## src/pbc_pkg.sv

```systemverilog
/*
  Shared constants and types for the base clock selector: register indexes,
  field positions, reset values, switch timing and the bus request carrier.
  Assumes a 32-bit classic Wishbone bus whose registers occupy the low byte lane.
*/
package pbc_pkg;

  ////////////////////////////////////////////////////////////////////////////
  // register indexes, byte address is index times four
  localparam logic [7:0] PBC_IDX_CTRL = 8'h1C;
  localparam logic [7:0] PBC_IDX_BW = 8'h1D;
  localparam logic [7:0] PBC_IDX_MR = 8'h1E;
  localparam int unsigned PBC_ADR_W = 10;

  ////////////////////////////////////////////////////////////////////////////
  // pll_control_reg fields
  localparam int unsigned PBC_CTRL_IE_BIT = 7;
  localparam int unsigned PBC_CTRL_F_BIT = 6;
  localparam int unsigned PBC_CTRL_ON_BIT = 5;
  localparam int unsigned PBC_CTRL_VSEL_BIT = 4;
  localparam logic [3:0] PBC_CTRL_UNUSED = 4'hF;

  // bandwidth register fields
  localparam int unsigned PBC_BW_AUTO_BIT = 7;
  localparam int unsigned PBC_BW_LOCK_BIT = 6;

  // pll_multiplier_range reset value and special codes
  localparam logic [7:0] PBC_MR_RESET = 8'h66;
  localparam logic [3:0] PBC_NIB_ZERO = 4'h0;
  localparam logic [3:0] PBC_MUL_ONE = 4'h1;

  // nominal vco centre frequency, 4.9152 MHz in units of 100 Hz
  localparam logic [19:0] PBC_NOM_FREQ_100HZ = 20'h0C000;

  // source edges counted during a switch
  localparam logic [1:0] PBC_SWITCH_EDGES = 2'h3;

  ////////////////////////////////////////////////////////////////////////////
  // types
  typedef enum logic {SW_RUN, SW_WAIT} pbc_sw_state_e;

  typedef struct packed {
    logic irq_en;
    logic flag;
    logic pll_on;
    logic vsel;
  } pbc_ctrl_s;

  typedef struct packed {
    logic [3:0] mul;
    logic [3:0] range;
  } pbc_mr_s;

  typedef struct packed {
    logic [9:0] adr;
    logic [31:0] dat;
    logic [3:0] sel;
    logic we;
    logic req;
  } pbc_wb_req_s;

endpackage

```

## src/pbc_base_clock_selector.sv

```systemverilog
/*
  Digital control of the clock generator: control, bandwidth and
  multiplier/range registers on classic Wishbone, power/select interlock,
  lock-change flag and interrupt, and the transition circuit instance.
  Assumes the analog oscillator, vco, lock detector and stop decode are outside.
*/
// Function
// - multiplier zero acts as multiplier one
// - zero range disables pll, forces crystal
// - switch waits three edges of each running clock
// - base clock frozen while switching
// - transition output divided by two
// - bus clock is half base clock
// - select bit set picks vco clock
// - vco select refused while pll off
// - pll off refused while vco selected
// - combined power and select change rejected
// - base clock fifty percent duty
// - interrupt driven from lock detector
// - oscillator enable gates crystal and pll
// - centre frequency is range times nominal
// - multiplier writes ignored while pll on
// - reset and stop clear select bit
// - lock toggle sets flag, raises interrupt
`timescale 1ns/100ps
module pbc_base_clock_selector import pbc_pkg::*; (
  // clock and reset
  input wire logic core_clk_in,
  input wire logic sys_rst_in,
  // wishbone slave
  input wire logic wb_cyc_in,
  input wire logic wb_stb_in,
  input wire logic wb_we_in,
  input wire logic [9:0] wb_adr_in,
  input wire logic [3:0] wb_sel_in,
  input wire logic [31:0] wb_dat_in,
  output logic [31:0] wb_dat_out,
  output logic wb_ack_out,
  // source clocks, sampled levels
  input wire logic crystal_clock_in,
  input wire logic vco_clock_in,
  // system and analog status
  input wire logic oscillator_enable_in,
  input wire logic stop_in,
  input wire logic lock_in,
  // analog controls
  output logic oscillator_enable_out,
  output logic pll_enable_out,
  output logic [3:0] feedback_divider_out,
  output logic [3:0] vco_range_out,
  output logic [19:0] vco_center_100hz_out,
  // clocks and interrupt
  output logic base_clock_out,
  output logic bus_clock_out,
  output logic switching_out,
  output logic vco_active_out,
  output logic lock_change_interrupt_out
);

  ////////////////////////////////////////////////////////////////////////////
  // address decode shared by the write and read paths
  function automatic logic reg_hit(input logic [9:0] adr, input logic [7:0] idx);
    return adr == {idx, 2'b00};
  endfunction

  pbc_wb_req_s wb;
  logic ack_q, ack_d;
  logic [31:0] rdat_q, rdat_d;
  logic access, wr_en, wr_ctrl, wr_bw, wr_mr, rd_ctrl;

  // bus request carrier
  assign wb = {wb_adr_in, wb_dat_in, wb_sel_in, wb_we_in, wb_cyc_in & wb_stb_in};

  // one access per request; ack falls the cycle after it rose
  assign access = wb.req & ~ack_q;
  assign wr_en = access & wb.we & wb.sel[0];
  assign wr_ctrl = wr_en & reg_hit(wb.adr, PBC_IDX_CTRL);
  assign wr_bw = wr_en & reg_hit(wb.adr, PBC_IDX_BW);
  assign wr_mr = wr_en & reg_hit(wb.adr, PBC_IDX_MR);
  assign rd_ctrl = access & ~wb.we & reg_hit(wb.adr, PBC_IDX_CTRL);

  ////////////////////////////////////////////////////////////////////////////
  // control, bandwidth and lock state
  pbc_ctrl_s ctrl_q, ctrl_d;
  pbc_mr_s mr_q, mr_d;
  logic auto_q, auto_d;
  logic lock_q, lock_d;
  logic lock_toggle, range_zero;
  logic new_on, new_vsel, combined;

  assign range_zero = (mr_q.range == PBC_NIB_ZERO);
  assign new_on = wb.dat[PBC_CTRL_ON_BIT];
  assign new_vsel = wb.dat[PBC_CTRL_VSEL_BIT];
  // a write that flips both power and selection is refused whole
  assign combined = (new_on != ctrl_q.pll_on) && (new_vsel != ctrl_q.vsel);
  // lock changes only count while automatic bandwidth is on
  assign lock_toggle = auto_q && (lock_in != lock_q);

  // next control state
  always_comb begin
    ctrl_d = ctrl_q;
    auto_d = auto_q;
    lock_d = auto_q & lock_in;
    if (wr_ctrl && !combined) begin
      if (auto_q) begin
        ctrl_d.irq_en = wb.dat[PBC_CTRL_IE_BIT];
      end
      if (new_on || !ctrl_q.vsel) begin
        ctrl_d.pll_on = new_on;
      end
      if (!new_vsel || ctrl_q.pll_on) begin
        ctrl_d.vsel = new_vsel;
      end
    end
    if (wr_bw) begin
      auto_d = wb.dat[PBC_BW_AUTO_BIT];
    end
    // reading the control register clears the flag; a toggle in the same
    // cycle still sets it
    if (rd_ctrl) begin
      ctrl_d.flag = 1'b0;
    end
    if (lock_toggle) begin
      ctrl_d.flag = 1'b1;
    end
    if (stop_in) begin
      ctrl_d.vsel = 1'b0;
    end
    if (range_zero) begin
      ctrl_d.vsel = 1'b0;
    end
  end

  // control registers
  always_ff @(posedge core_clk_in) begin
    if (sys_rst_in) begin
      ctrl_q <= '{irq_en: 1'b0, flag: 1'b0, pll_on: 1'b1, vsel: 1'b0};
      auto_q <= 1'b0;
      lock_q <= 1'b0;
    end else begin
      ctrl_q <= ctrl_d;
      auto_q <= auto_d;
      lock_q <= lock_d;
    end
  end

  ////////////////////////////////////////////////////////////////////////////
  // multiplier/range register and derived analog settings
  logic [3:0] div_q, div_d;
  logic [19:0] center_q, center_d;
  logic osc_en_q, osc_en_d, pll_en_q, pll_en_d;

  // upper nibble multiplier, lower nibble range
  always_comb begin
    mr_d = mr_q;
    if (wr_mr && !ctrl_q.pll_on) begin
      mr_d = wb.dat[7:0];
    end
    div_d = (mr_d.mul == PBC_NIB_ZERO) ? PBC_MUL_ONE : mr_d.mul;
    center_d = 20'(mr_d.range) * PBC_NOM_FREQ_100HZ;
    osc_en_d = oscillator_enable_in;
    pll_en_d = oscillator_enable_in & ctrl_q.pll_on & ~range_zero;
  end

  // programming registers
  always_ff @(posedge core_clk_in) begin
    if (sys_rst_in) begin
      mr_q <= PBC_MR_RESET;
      div_q <= PBC_MR_RESET[7:4];
      center_q <= 20'h00000;
      osc_en_q <= 1'b0;
      pll_en_q <= 1'b0;
    end else begin
      mr_q <= mr_d;
      div_q <= div_d;
      center_q <= center_d;
      osc_en_q <= osc_en_d;
      pll_en_q <= pll_en_d;
    end
  end

  assign oscillator_enable_out = osc_en_q;
  assign pll_enable_out = pll_en_q;
  assign feedback_divider_out = div_q;
  assign vco_range_out = mr_q.range;
  assign vco_center_100hz_out = center_q;

  ////////////////////////////////////////////////////////////////////////////
  // read data and acknowledge
  always_comb begin
    ack_d = access;
    rdat_d = rdat_q;
    if (access && !wb.we) begin
      rdat_d = 32'h00000000;
      if (reg_hit(wb.adr, PBC_IDX_CTRL)) begin
        rdat_d[7:0] = {ctrl_q.irq_en & auto_q, ctrl_q.flag & auto_q, ctrl_q.pll_on,
                       ctrl_q.vsel, PBC_CTRL_UNUSED};
      end else if (reg_hit(wb.adr, PBC_IDX_BW)) begin
        rdat_d[PBC_BW_AUTO_BIT] = auto_q;
        rdat_d[PBC_BW_LOCK_BIT] = lock_q;
      end else if (reg_hit(wb.adr, PBC_IDX_MR)) begin
        rdat_d[7:0] = mr_q;
      end
    end
  end

  // bus answer registers
  always_ff @(posedge core_clk_in) begin
    if (sys_rst_in) begin
      ack_q <= 1'b0;
      rdat_q <= 32'h00000000;
    end else begin
      ack_q <= ack_d;
      rdat_q <= rdat_d;
    end
  end

  assign wb_ack_out = ack_q;
  assign wb_dat_out = rdat_q;

  ////////////////////////////////////////////////////////////////////////////
  // interrupt from the lock detector path
  assign lock_change_interrupt_out = ctrl_q.flag & ctrl_q.irq_en & auto_q;

  ////////////////////////////////////////////////////////////////////////////
  // transition circuit, vco only requested when the range allows it
  pbc_clock_switch u_switch (
    .core_clk_in(core_clk_in),
    .sys_rst_in(sys_rst_in),
    .sel_vco_in(ctrl_q.vsel & ~range_zero),
    .src_clk_in({vco_clock_in, crystal_clock_in}),
    .src_alive_in({pll_en_q, osc_en_q}),
    .base_clock_out(base_clock_out),
    .bus_clock_out(bus_clock_out),
    .switching_out(switching_out),
    .vco_active_out(vco_active_out)
  );

  ////////////////////////////////////////////////////////////////////////////
  // checks
  a_mul_zero_one: assert property (@(posedge core_clk_in) disable iff (sys_rst_in)
    (mr_q.mul == PBC_NIB_ZERO) |-> feedback_divider_out == PBC_MUL_ONE)
    else $error("zero multiplier not treated as one");

  a_range_zero_xtal: assert property (@(posedge core_clk_in) disable iff (sys_rst_in)
    range_zero |=> !ctrl_q.vsel && !pll_enable_out)
    else $error("zero range left vco selectable");

  a_vsel_needs_on: assert property (@(posedge core_clk_in) disable iff (sys_rst_in)
    (wr_ctrl && !ctrl_q.pll_on && !ctrl_q.vsel) |=> !ctrl_q.vsel)
    else $error("vco selected while pll off");

  a_on_held_vsel: assert property (@(posedge core_clk_in) disable iff (sys_rst_in)
    (wr_ctrl && ctrl_q.vsel && ctrl_q.pll_on) |=> ctrl_q.pll_on)
    else $error("pll turned off while vco selected");

  a_no_combined: assert property (@(posedge core_clk_in) disable iff (sys_rst_in)
    (wr_ctrl && combined && !stop_in && !range_zero)
    |=> ctrl_q.pll_on == $past(ctrl_q.pll_on) && ctrl_q.vsel == $past(ctrl_q.vsel))
    else $error("combined power and select change accepted");

  a_mr_locked: assert property (@(posedge core_clk_in) disable iff (sys_rst_in)
    ctrl_q.pll_on |=> mr_q == $past(mr_q))
    else $error("multiplier written while pll on");

  a_stop_clears: assert property (@(posedge core_clk_in) disable iff (sys_rst_in)
    stop_in |=> !ctrl_q.vsel ##3 (!vco_active_out || switching_out))
    else $error("stop did not clear vco select");

  a_flag_irq: assert property (@(posedge core_clk_in) disable iff (sys_rst_in)
    (lock_toggle && ctrl_q.irq_en && !wr_ctrl && !wr_bw)
    |=> ctrl_q.flag && lock_change_interrupt_out)
    else $error("lock toggle did not raise interrupt");

  a_osc_gates: assert property (@(posedge core_clk_in) disable iff (sys_rst_in)
    !oscillator_enable_in |=> !oscillator_enable_out && !pll_enable_out)
    else $error("oscillator enable did not gate pll");

  a_center_freq: assert property (@(posedge core_clk_in) disable iff (sys_rst_in)
    $changed(mr_q) |-> vco_center_100hz_out == 20'(mr_q.range) * PBC_NOM_FREQ_100HZ)
    else $error("centre frequency wrong");

  a_ack_one: assert property (@(posedge core_clk_in) disable iff (sys_rst_in)
    (wb.req && !ack_q) |=> wb_ack_out ##1 !wb_ack_out)
    else $error("ack not a single cycle");

  c_vco_select: cover property (@(posedge core_clk_in) disable iff (sys_rst_in)
    !ctrl_q.vsel ##1 ctrl_q.vsel);
  c_lock_irq: cover property (@(posedge core_clk_in) disable iff (sys_rst_in)
    $rose(lock_change_interrupt_out));
  c_combined_refused: cover property (@(posedge core_clk_in) disable iff (sys_rst_in)
    wr_ctrl && combined);

endmodule

```

## src/pbc_clock_switch.sv

```systemverilog
/*
  Glitch-free transition circuit: switches between crystal and vco clocks,
  holds the output steady during a switch, then divides by two for the base
  clock and again for the bus clock.
  Assumes both source clocks are sampled levels synchronous to core_clk_in.
*/
`timescale 1ns/100ps
module pbc_clock_switch import pbc_pkg::*; (
  // clock and reset
  input wire logic core_clk_in,
  input wire logic sys_rst_in,
  // selection request and sources, index 0 crystal, 1 vco
  input wire logic sel_vco_in,
  input wire logic [1:0] src_clk_in,
  input wire logic [1:0] src_alive_in,
  // clocks out and status
  output logic base_clock_out,
  output logic bus_clock_out,
  output logic switching_out,
  output logic vco_active_out
);

  pbc_sw_state_e state_q, state_d;
  logic [1:0] src_q;
  logic [1:0] rise;
  logic [1:0] src_done;
  logic [1:0][1:0] cnt_q, cnt_d;
  logic req_meta_q, req_sync_q;
  logic active_q, active_d, base_q, base_d, bus_q, bus_d;

  ////////////////////////////////////////////////////////////////////////////
  // per-source edge detect and edge-count completion
  genvar i;
  generate
    for (i = 0; i < 2; i++) begin : g_src
      assign rise[i] = src_clk_in[i] & ~src_q[i];
      // a stopped source is not waited for, or the switch would hang
      assign src_done[i] = ~src_alive_in[i] | (cnt_q[i] == PBC_SWITCH_EDGES);
    end
  endgenerate

  // switch sequencing and output dividers
  always_comb begin
    state_d = state_q;
    active_d = active_q;
    cnt_d = cnt_q;
    base_d = base_q;
    bus_d = bus_q;
    for (int k = 0; k < 2; k++) begin
      if (rise[k] && cnt_q[k] != PBC_SWITCH_EDGES) begin
        cnt_d[k] = cnt_q[k] + 2'h1;
      end
    end
    unique case (state_q)
      SW_RUN: begin
        cnt_d = '0;
        if (req_sync_q != active_q) begin
          state_d = SW_WAIT;
        end else if (rise[active_q]) begin
          base_d = ~base_q;
          if (!base_q) begin
            bus_d = ~bus_q;
          end
        end
      end
      SW_WAIT: begin
        // output held: base_d keeps base_q
        if (&src_done) begin
          active_d = req_sync_q;
          state_d = SW_RUN;
        end
      end
    endcase
  end

  // registers, request passes two stages before use
  always_ff @(posedge core_clk_in) begin
    if (sys_rst_in) begin
      state_q <= SW_RUN;
      src_q <= 2'h0;
      cnt_q <= '0;
      req_meta_q <= 1'b0;
      req_sync_q <= 1'b0;
      active_q <= 1'b0;
      base_q <= 1'b0;
      bus_q <= 1'b0;
    end else begin
      state_q <= state_d;
      src_q <= src_clk_in;
      cnt_q <= cnt_d;
      req_meta_q <= sel_vco_in;
      req_sync_q <= req_meta_q;
      active_q <= active_d;
      base_q <= base_d;
      bus_q <= bus_d;
    end
  end

  assign base_clock_out = base_q;
  assign bus_clock_out = bus_q;
  assign switching_out = (state_q == SW_WAIT);
  assign vco_active_out = active_q;

  ////////////////////////////////////////////////////////////////////////////
  // checks
  a_base_stasis: assert property (@(posedge core_clk_in) disable iff (sys_rst_in)
    state_q == SW_WAIT |=> base_clock_out == $past(base_clock_out))
    else $error("base clock moved during switch");
  a_switch_edges: assert property (@(posedge core_clk_in) disable iff (sys_rst_in)
    (state_q == SW_WAIT && !(&src_done)) |=> state_q == SW_WAIT)
    else $error("switch ended before source edges counted");
  a_divide_two: assert property (@(posedge core_clk_in) disable iff (sys_rst_in)
    (state_q == SW_RUN && req_sync_q == active_q && rise[active_q])
    |=> base_clock_out != $past(base_clock_out))
    else $error("base clock missed a source edge");
  a_bus_half: assert property (@(posedge core_clk_in) disable iff (sys_rst_in)
    $changed(bus_clock_out) |-> $rose(base_clock_out))
    else $error("bus clock not half of base clock");
  c_switch_done: cover property (@(posedge core_clk_in) disable iff (sys_rst_in)
    state_q == SW_WAIT ##1 state_q == SW_RUN ##1 active_q);

endmodule

```

## config.mk

```make
export PLATFORM = sky130hd
export DESIGN_NAME = pbc_base_clock_selector
export DESIGN_NICKNAME = d
export VERILOG_FILES = /design/src/pbc_pkg.sv /design/src/pbc_base_clock_selector.sv /design/src/pbc_clock_switch.sv
export SDC_FILE = /design/constraint.sdc
export NUM_CORES = 1
export LEC_CHECK = 0
export ABC_CLOCK_PERIOD_IN_PS = 7800
export BUFFER_PORTS_ARGS = -buffer_cell sky130_fd_sc_hd__buf_2
export CAP_MARGIN = 20
export CORE_ASPECT_RATIO = 1.1
export CORE_MARGIN = 4
export CORE_UTILIZATION = 49
export CTS_BUF_LIST = sky130_fd_sc_hd__clkbuf_16
export CTS_CLUSTER_SIZE = 20
export DETAILED_ROUTE_END_ITERATION = 8
export PLACE_DENSITY = 0.95
export SYNTH_ARGS = -nofsm -noshare
export SYNTH_HDL_FRONTEND = slang
export SYNTH_SLANG_ARGS = --single-unit
```

## constraint.sdc

```tcl
create_clock -name core_clk_in -period 7.8 [get_ports core_clk_in]
set_input_delay 1.56 -clock core_clk_in [delete_from_list [all_inputs] [get_ports core_clk_in]]
set_output_delay 1.56 -clock core_clk_in [all_outputs]
set_load 0.02 [all_outputs]
```

==> run metrics <==
run status finished clean; WP data arrival 4.14 ns; HPWL Detailed 3.824 mm; Final Hold Fails 0; initial antenna violation count 0; Gate power share 10.8%; CP max stage cell or4b_4; FFs w/ async S/R, synth 0%; Reg2Reg Setup Slack 5.33 ns; flops & latches, synth 46; Seq pwr share 45.8%; Final nets 380; H-tree level count 2; Clk pin slew, worst setup/hold paths 0.06 ns; Die Y 82.50 um; root buffer cell clkbuf_16; P_sw 123.0 uW; CTS Hold Bufs 0; Remaining Overflow, GRT 0; Row Count 26; Max FO, Critical Path 12; Filler cells 422; CP required 7.92 ns; Sw Share 23.34%; clk buf depth 2; CP Capture Type register; Worst Max-Slew Pin Slew 0.7615 ns; GP Congestion 0.8369; first-pass GRT wire length 7.928 mm; clock power share 43.4%; most area-hungry cell type in the Yosys netlist dfxtp_1; die span in x 75.73 um; DR DRC count 0; Synth Area per Inst 8.990 um^2; layout cells sized above 1 22.81%; skew final 0.002754 ns; RSZ-0062 raised after global routing no; Ys Warns 0; Synth top area share 37.25%; startpoint types primary input; fin crit share 51.44%; Synth area leaders dfxtp_1 (37%), buf_4 (13%), mux2i_1 (4.5%); EDFF count, synth 0; die area 6247 um^2; Clock Sinks 46; # diodes 0; core area 4750 um^2; Routed WL 5.197 mm; Pint 403.8 uW; Leak Pwr 0.001193 uW; Top Family by Delay on Critical Path simple AND/OR/NAND/NOR gates; ANT nets after route 0; Setup CP Type primary input to register; Worst Hold Class register to register; largest net degree at the start of global routing 46; Final min period 4.012 ns; Hold Slack 0.4436 ns; VDD IR-drop max 0.08402 mV; crit path buf inv count 1; Crit path largest cell delay 0.57 ns; Top Ports 124; vias in the first global route 1793; worst path cell trace buf_2 > or4b_4 > nor4_2 > and2_1 > a21o_1 > ha_1 > o211ai_1 > nor2_1 > a211oi_1 > a211oi_1; highest clock rate 0.2492 GHz; total track usage 16.58%; P per Cell Area 191.5 nW/um^2; critical path's most frequent cell a211oi_1; WL per Instance 13.82 um; number of port buffers 58; drt via density 5.250; worst skew pair latency 0.28 ns; Synth Flop Type dfxtp_1; Syn Std Cell Area 2472 um^2; Setup TNS 0 ns; Worst slew margin 49.23%; Post-Synthesis Cells 275; Vias 1974; Synth-to-Final Area Change 11.23%; Iter 0 DRT Violations 105; Final Max Tran Viols 0; DRT Pass-1 Iters 4; # resized after CTS 0; max_cap viols 0; Setup Viol. Count Final 0; post-synthesis cell type count 51; sequential share of the synthesized area 37.25%; CTS tree done; Num CTS Buffers 5; post-CTS setup buffer count 0; initial core utilization 52.05%
state kept, by name, indices dropped and copies added (netlist names):
name                     cells
lock_q                       1
u_switch.bus_clock_out       1
auto_q                       1
u_switch.switching_out       1
feedback_divider_out         4
u_switch.src_q               2
oscillator_enable_out        1
u_switch.req_meta_q          1
u_switch.cnt_q               4
ctrl_q                       4
pll_enable_out               1
u_switch.base_clock_out      1
vco_range_out                4
mr_q                         4
wb_ack_out                   1
wb_dat_out                   8
u_switch.vco_active_out      1
vco_center_100hz_out         5
u_switch.req_sync_q          1
layer usage:
layer | track usage, % | wire length (um)
met1 | 19.15 | 2105
met2 | 28.24 | 2663
met3 | 4.843 | 387
met4 | 6.993 | 40
met5 | 0 | 0
logic make-up after synthesis:
group / share of synthesized area (%)
flops: 37.25
other cells: 0.1517
simple gates: 21.96
xor+xnor: 4.251
buf+inv: 16.14
mux: 5.364
compound gates: 12.85
fa+ha+maj: 2.024
path summary, 6_finish.rpt:
| path | from | endpoint | depth (start not counted) |
|---|---|---|---|
| worst max-delay path | wb_adr_in[7] | vco_center_100hz_out[18]$_SDFF_PP0_ | 10 |
| worst min-delay path | u_switch.req_meta_q$_SDFF_PP0_ | u_switch.req_sync_q$_SDFF_PP0_ | 1 |
| worst max register to register | ctrl_q[1]$_SDFFE_PP1P_ | vco_center_100hz_out[18]$_SDFF_PP0_ | 9 |
| worst min register to register | u_switch.req_meta_q$_SDFF_PP0_ | u_switch.req_sync_q$_SDFF_PP0_ | 1 |
power by group through the flow:
| stage | logic (uW) | clock network [uW] | registers, uW |
|---|---|---|---|
| finish | 56.9 | 228 | 241 |
| global route | 62.2 | 245 | 242 |
| CTS | 56.6 | 233 | 241 |
| global placement | 55.2 | 0 | 246 |
| detailed placement | 56.2 | 0 | 247 |
| floorplan | 50.9 | 0 | 251 |
metrics by stage:
step,total power (uW),cells,cell area (um^2),util [%],worst slack (ns)
final,526.7,376,2750,57.90,3.788
after global routing,549.0,376,2750,57.90,3.552
after CTS,531.3,376,2750,57.90,3.767
after detailed placement,302.9,369,2591,54.56,3.479
after global placement,301.6,369,2591,54.56,3.464
after floorplan,301.9,312,2611,-,3.975
synth_stat cells, drive strengths merged (2+ instances only):
cell     instances
or2              2
nand4bb          2
a31oi            2
dfxtp           46
a311oi           2
xor2             6
xnor2            6
ha               4
nand2           13
or4b             2
nand3            3
nor3b            3
nand2b           6
mux2             2
clkbuf          11
or3              2
nor4             3
a211oi          10
nand3b           3
nand4b           3
nor2            26
mux2i           11
and3             3
inv              3
nor2b           12
a211o            7
o211ai           4
or4              2
buf             47
a21oi           13
nor3             3
layout by cell type, fill, tap and decap left out, types with 3 or more instances in the layout:
cell type  Yosys  layout
nand2_1       13      13
xnor2_1        6       6
nor3_1         3       3
nand2b_1       6       6
inv_1          3       3
nand3b_1       3       3
nand3_1        3       3
xor2_1         6       6
a211oi_1      10      10
a21oi_1       13      13
dfxtp_1       46      46
buf_2          1      58
mux2i_1       11      11
nor2b_1       12      12
nand4b_1       3       3
ha_1           4       4
conb_1         1      38
o211ai_1       4       4
and3_1         3       3
nor3b_1        3       3
a211o_1        7       7
clkbuf_16      0       5
nor2_1        26      26
cell type report:
class,count,area [um^2],area share (%)
clock buffer,5,125.1,4.550
clock inverter,2,33.78,1.228
inverter,3,11.26,0.4095
multi-input combinational,205,1291,46.95
sequential,46,920.9,33.48
tap,56,70.07,2.548
timing repair buffer,59,297.8,10.83
worst register-to-register path: stages, from the launching register on:
cell,delay [ns]
dfxtp_1,0.38
nand4bb_1,0.26
nor4_4,0.16
buf_4,0.28
mux2_2,0.39
ha_1,0.39
o211ai_1,0.13
nor2_1,0.11
a211oi_1,0.05
a211oi_1,0.24
(Power assumes the default switching activity.)
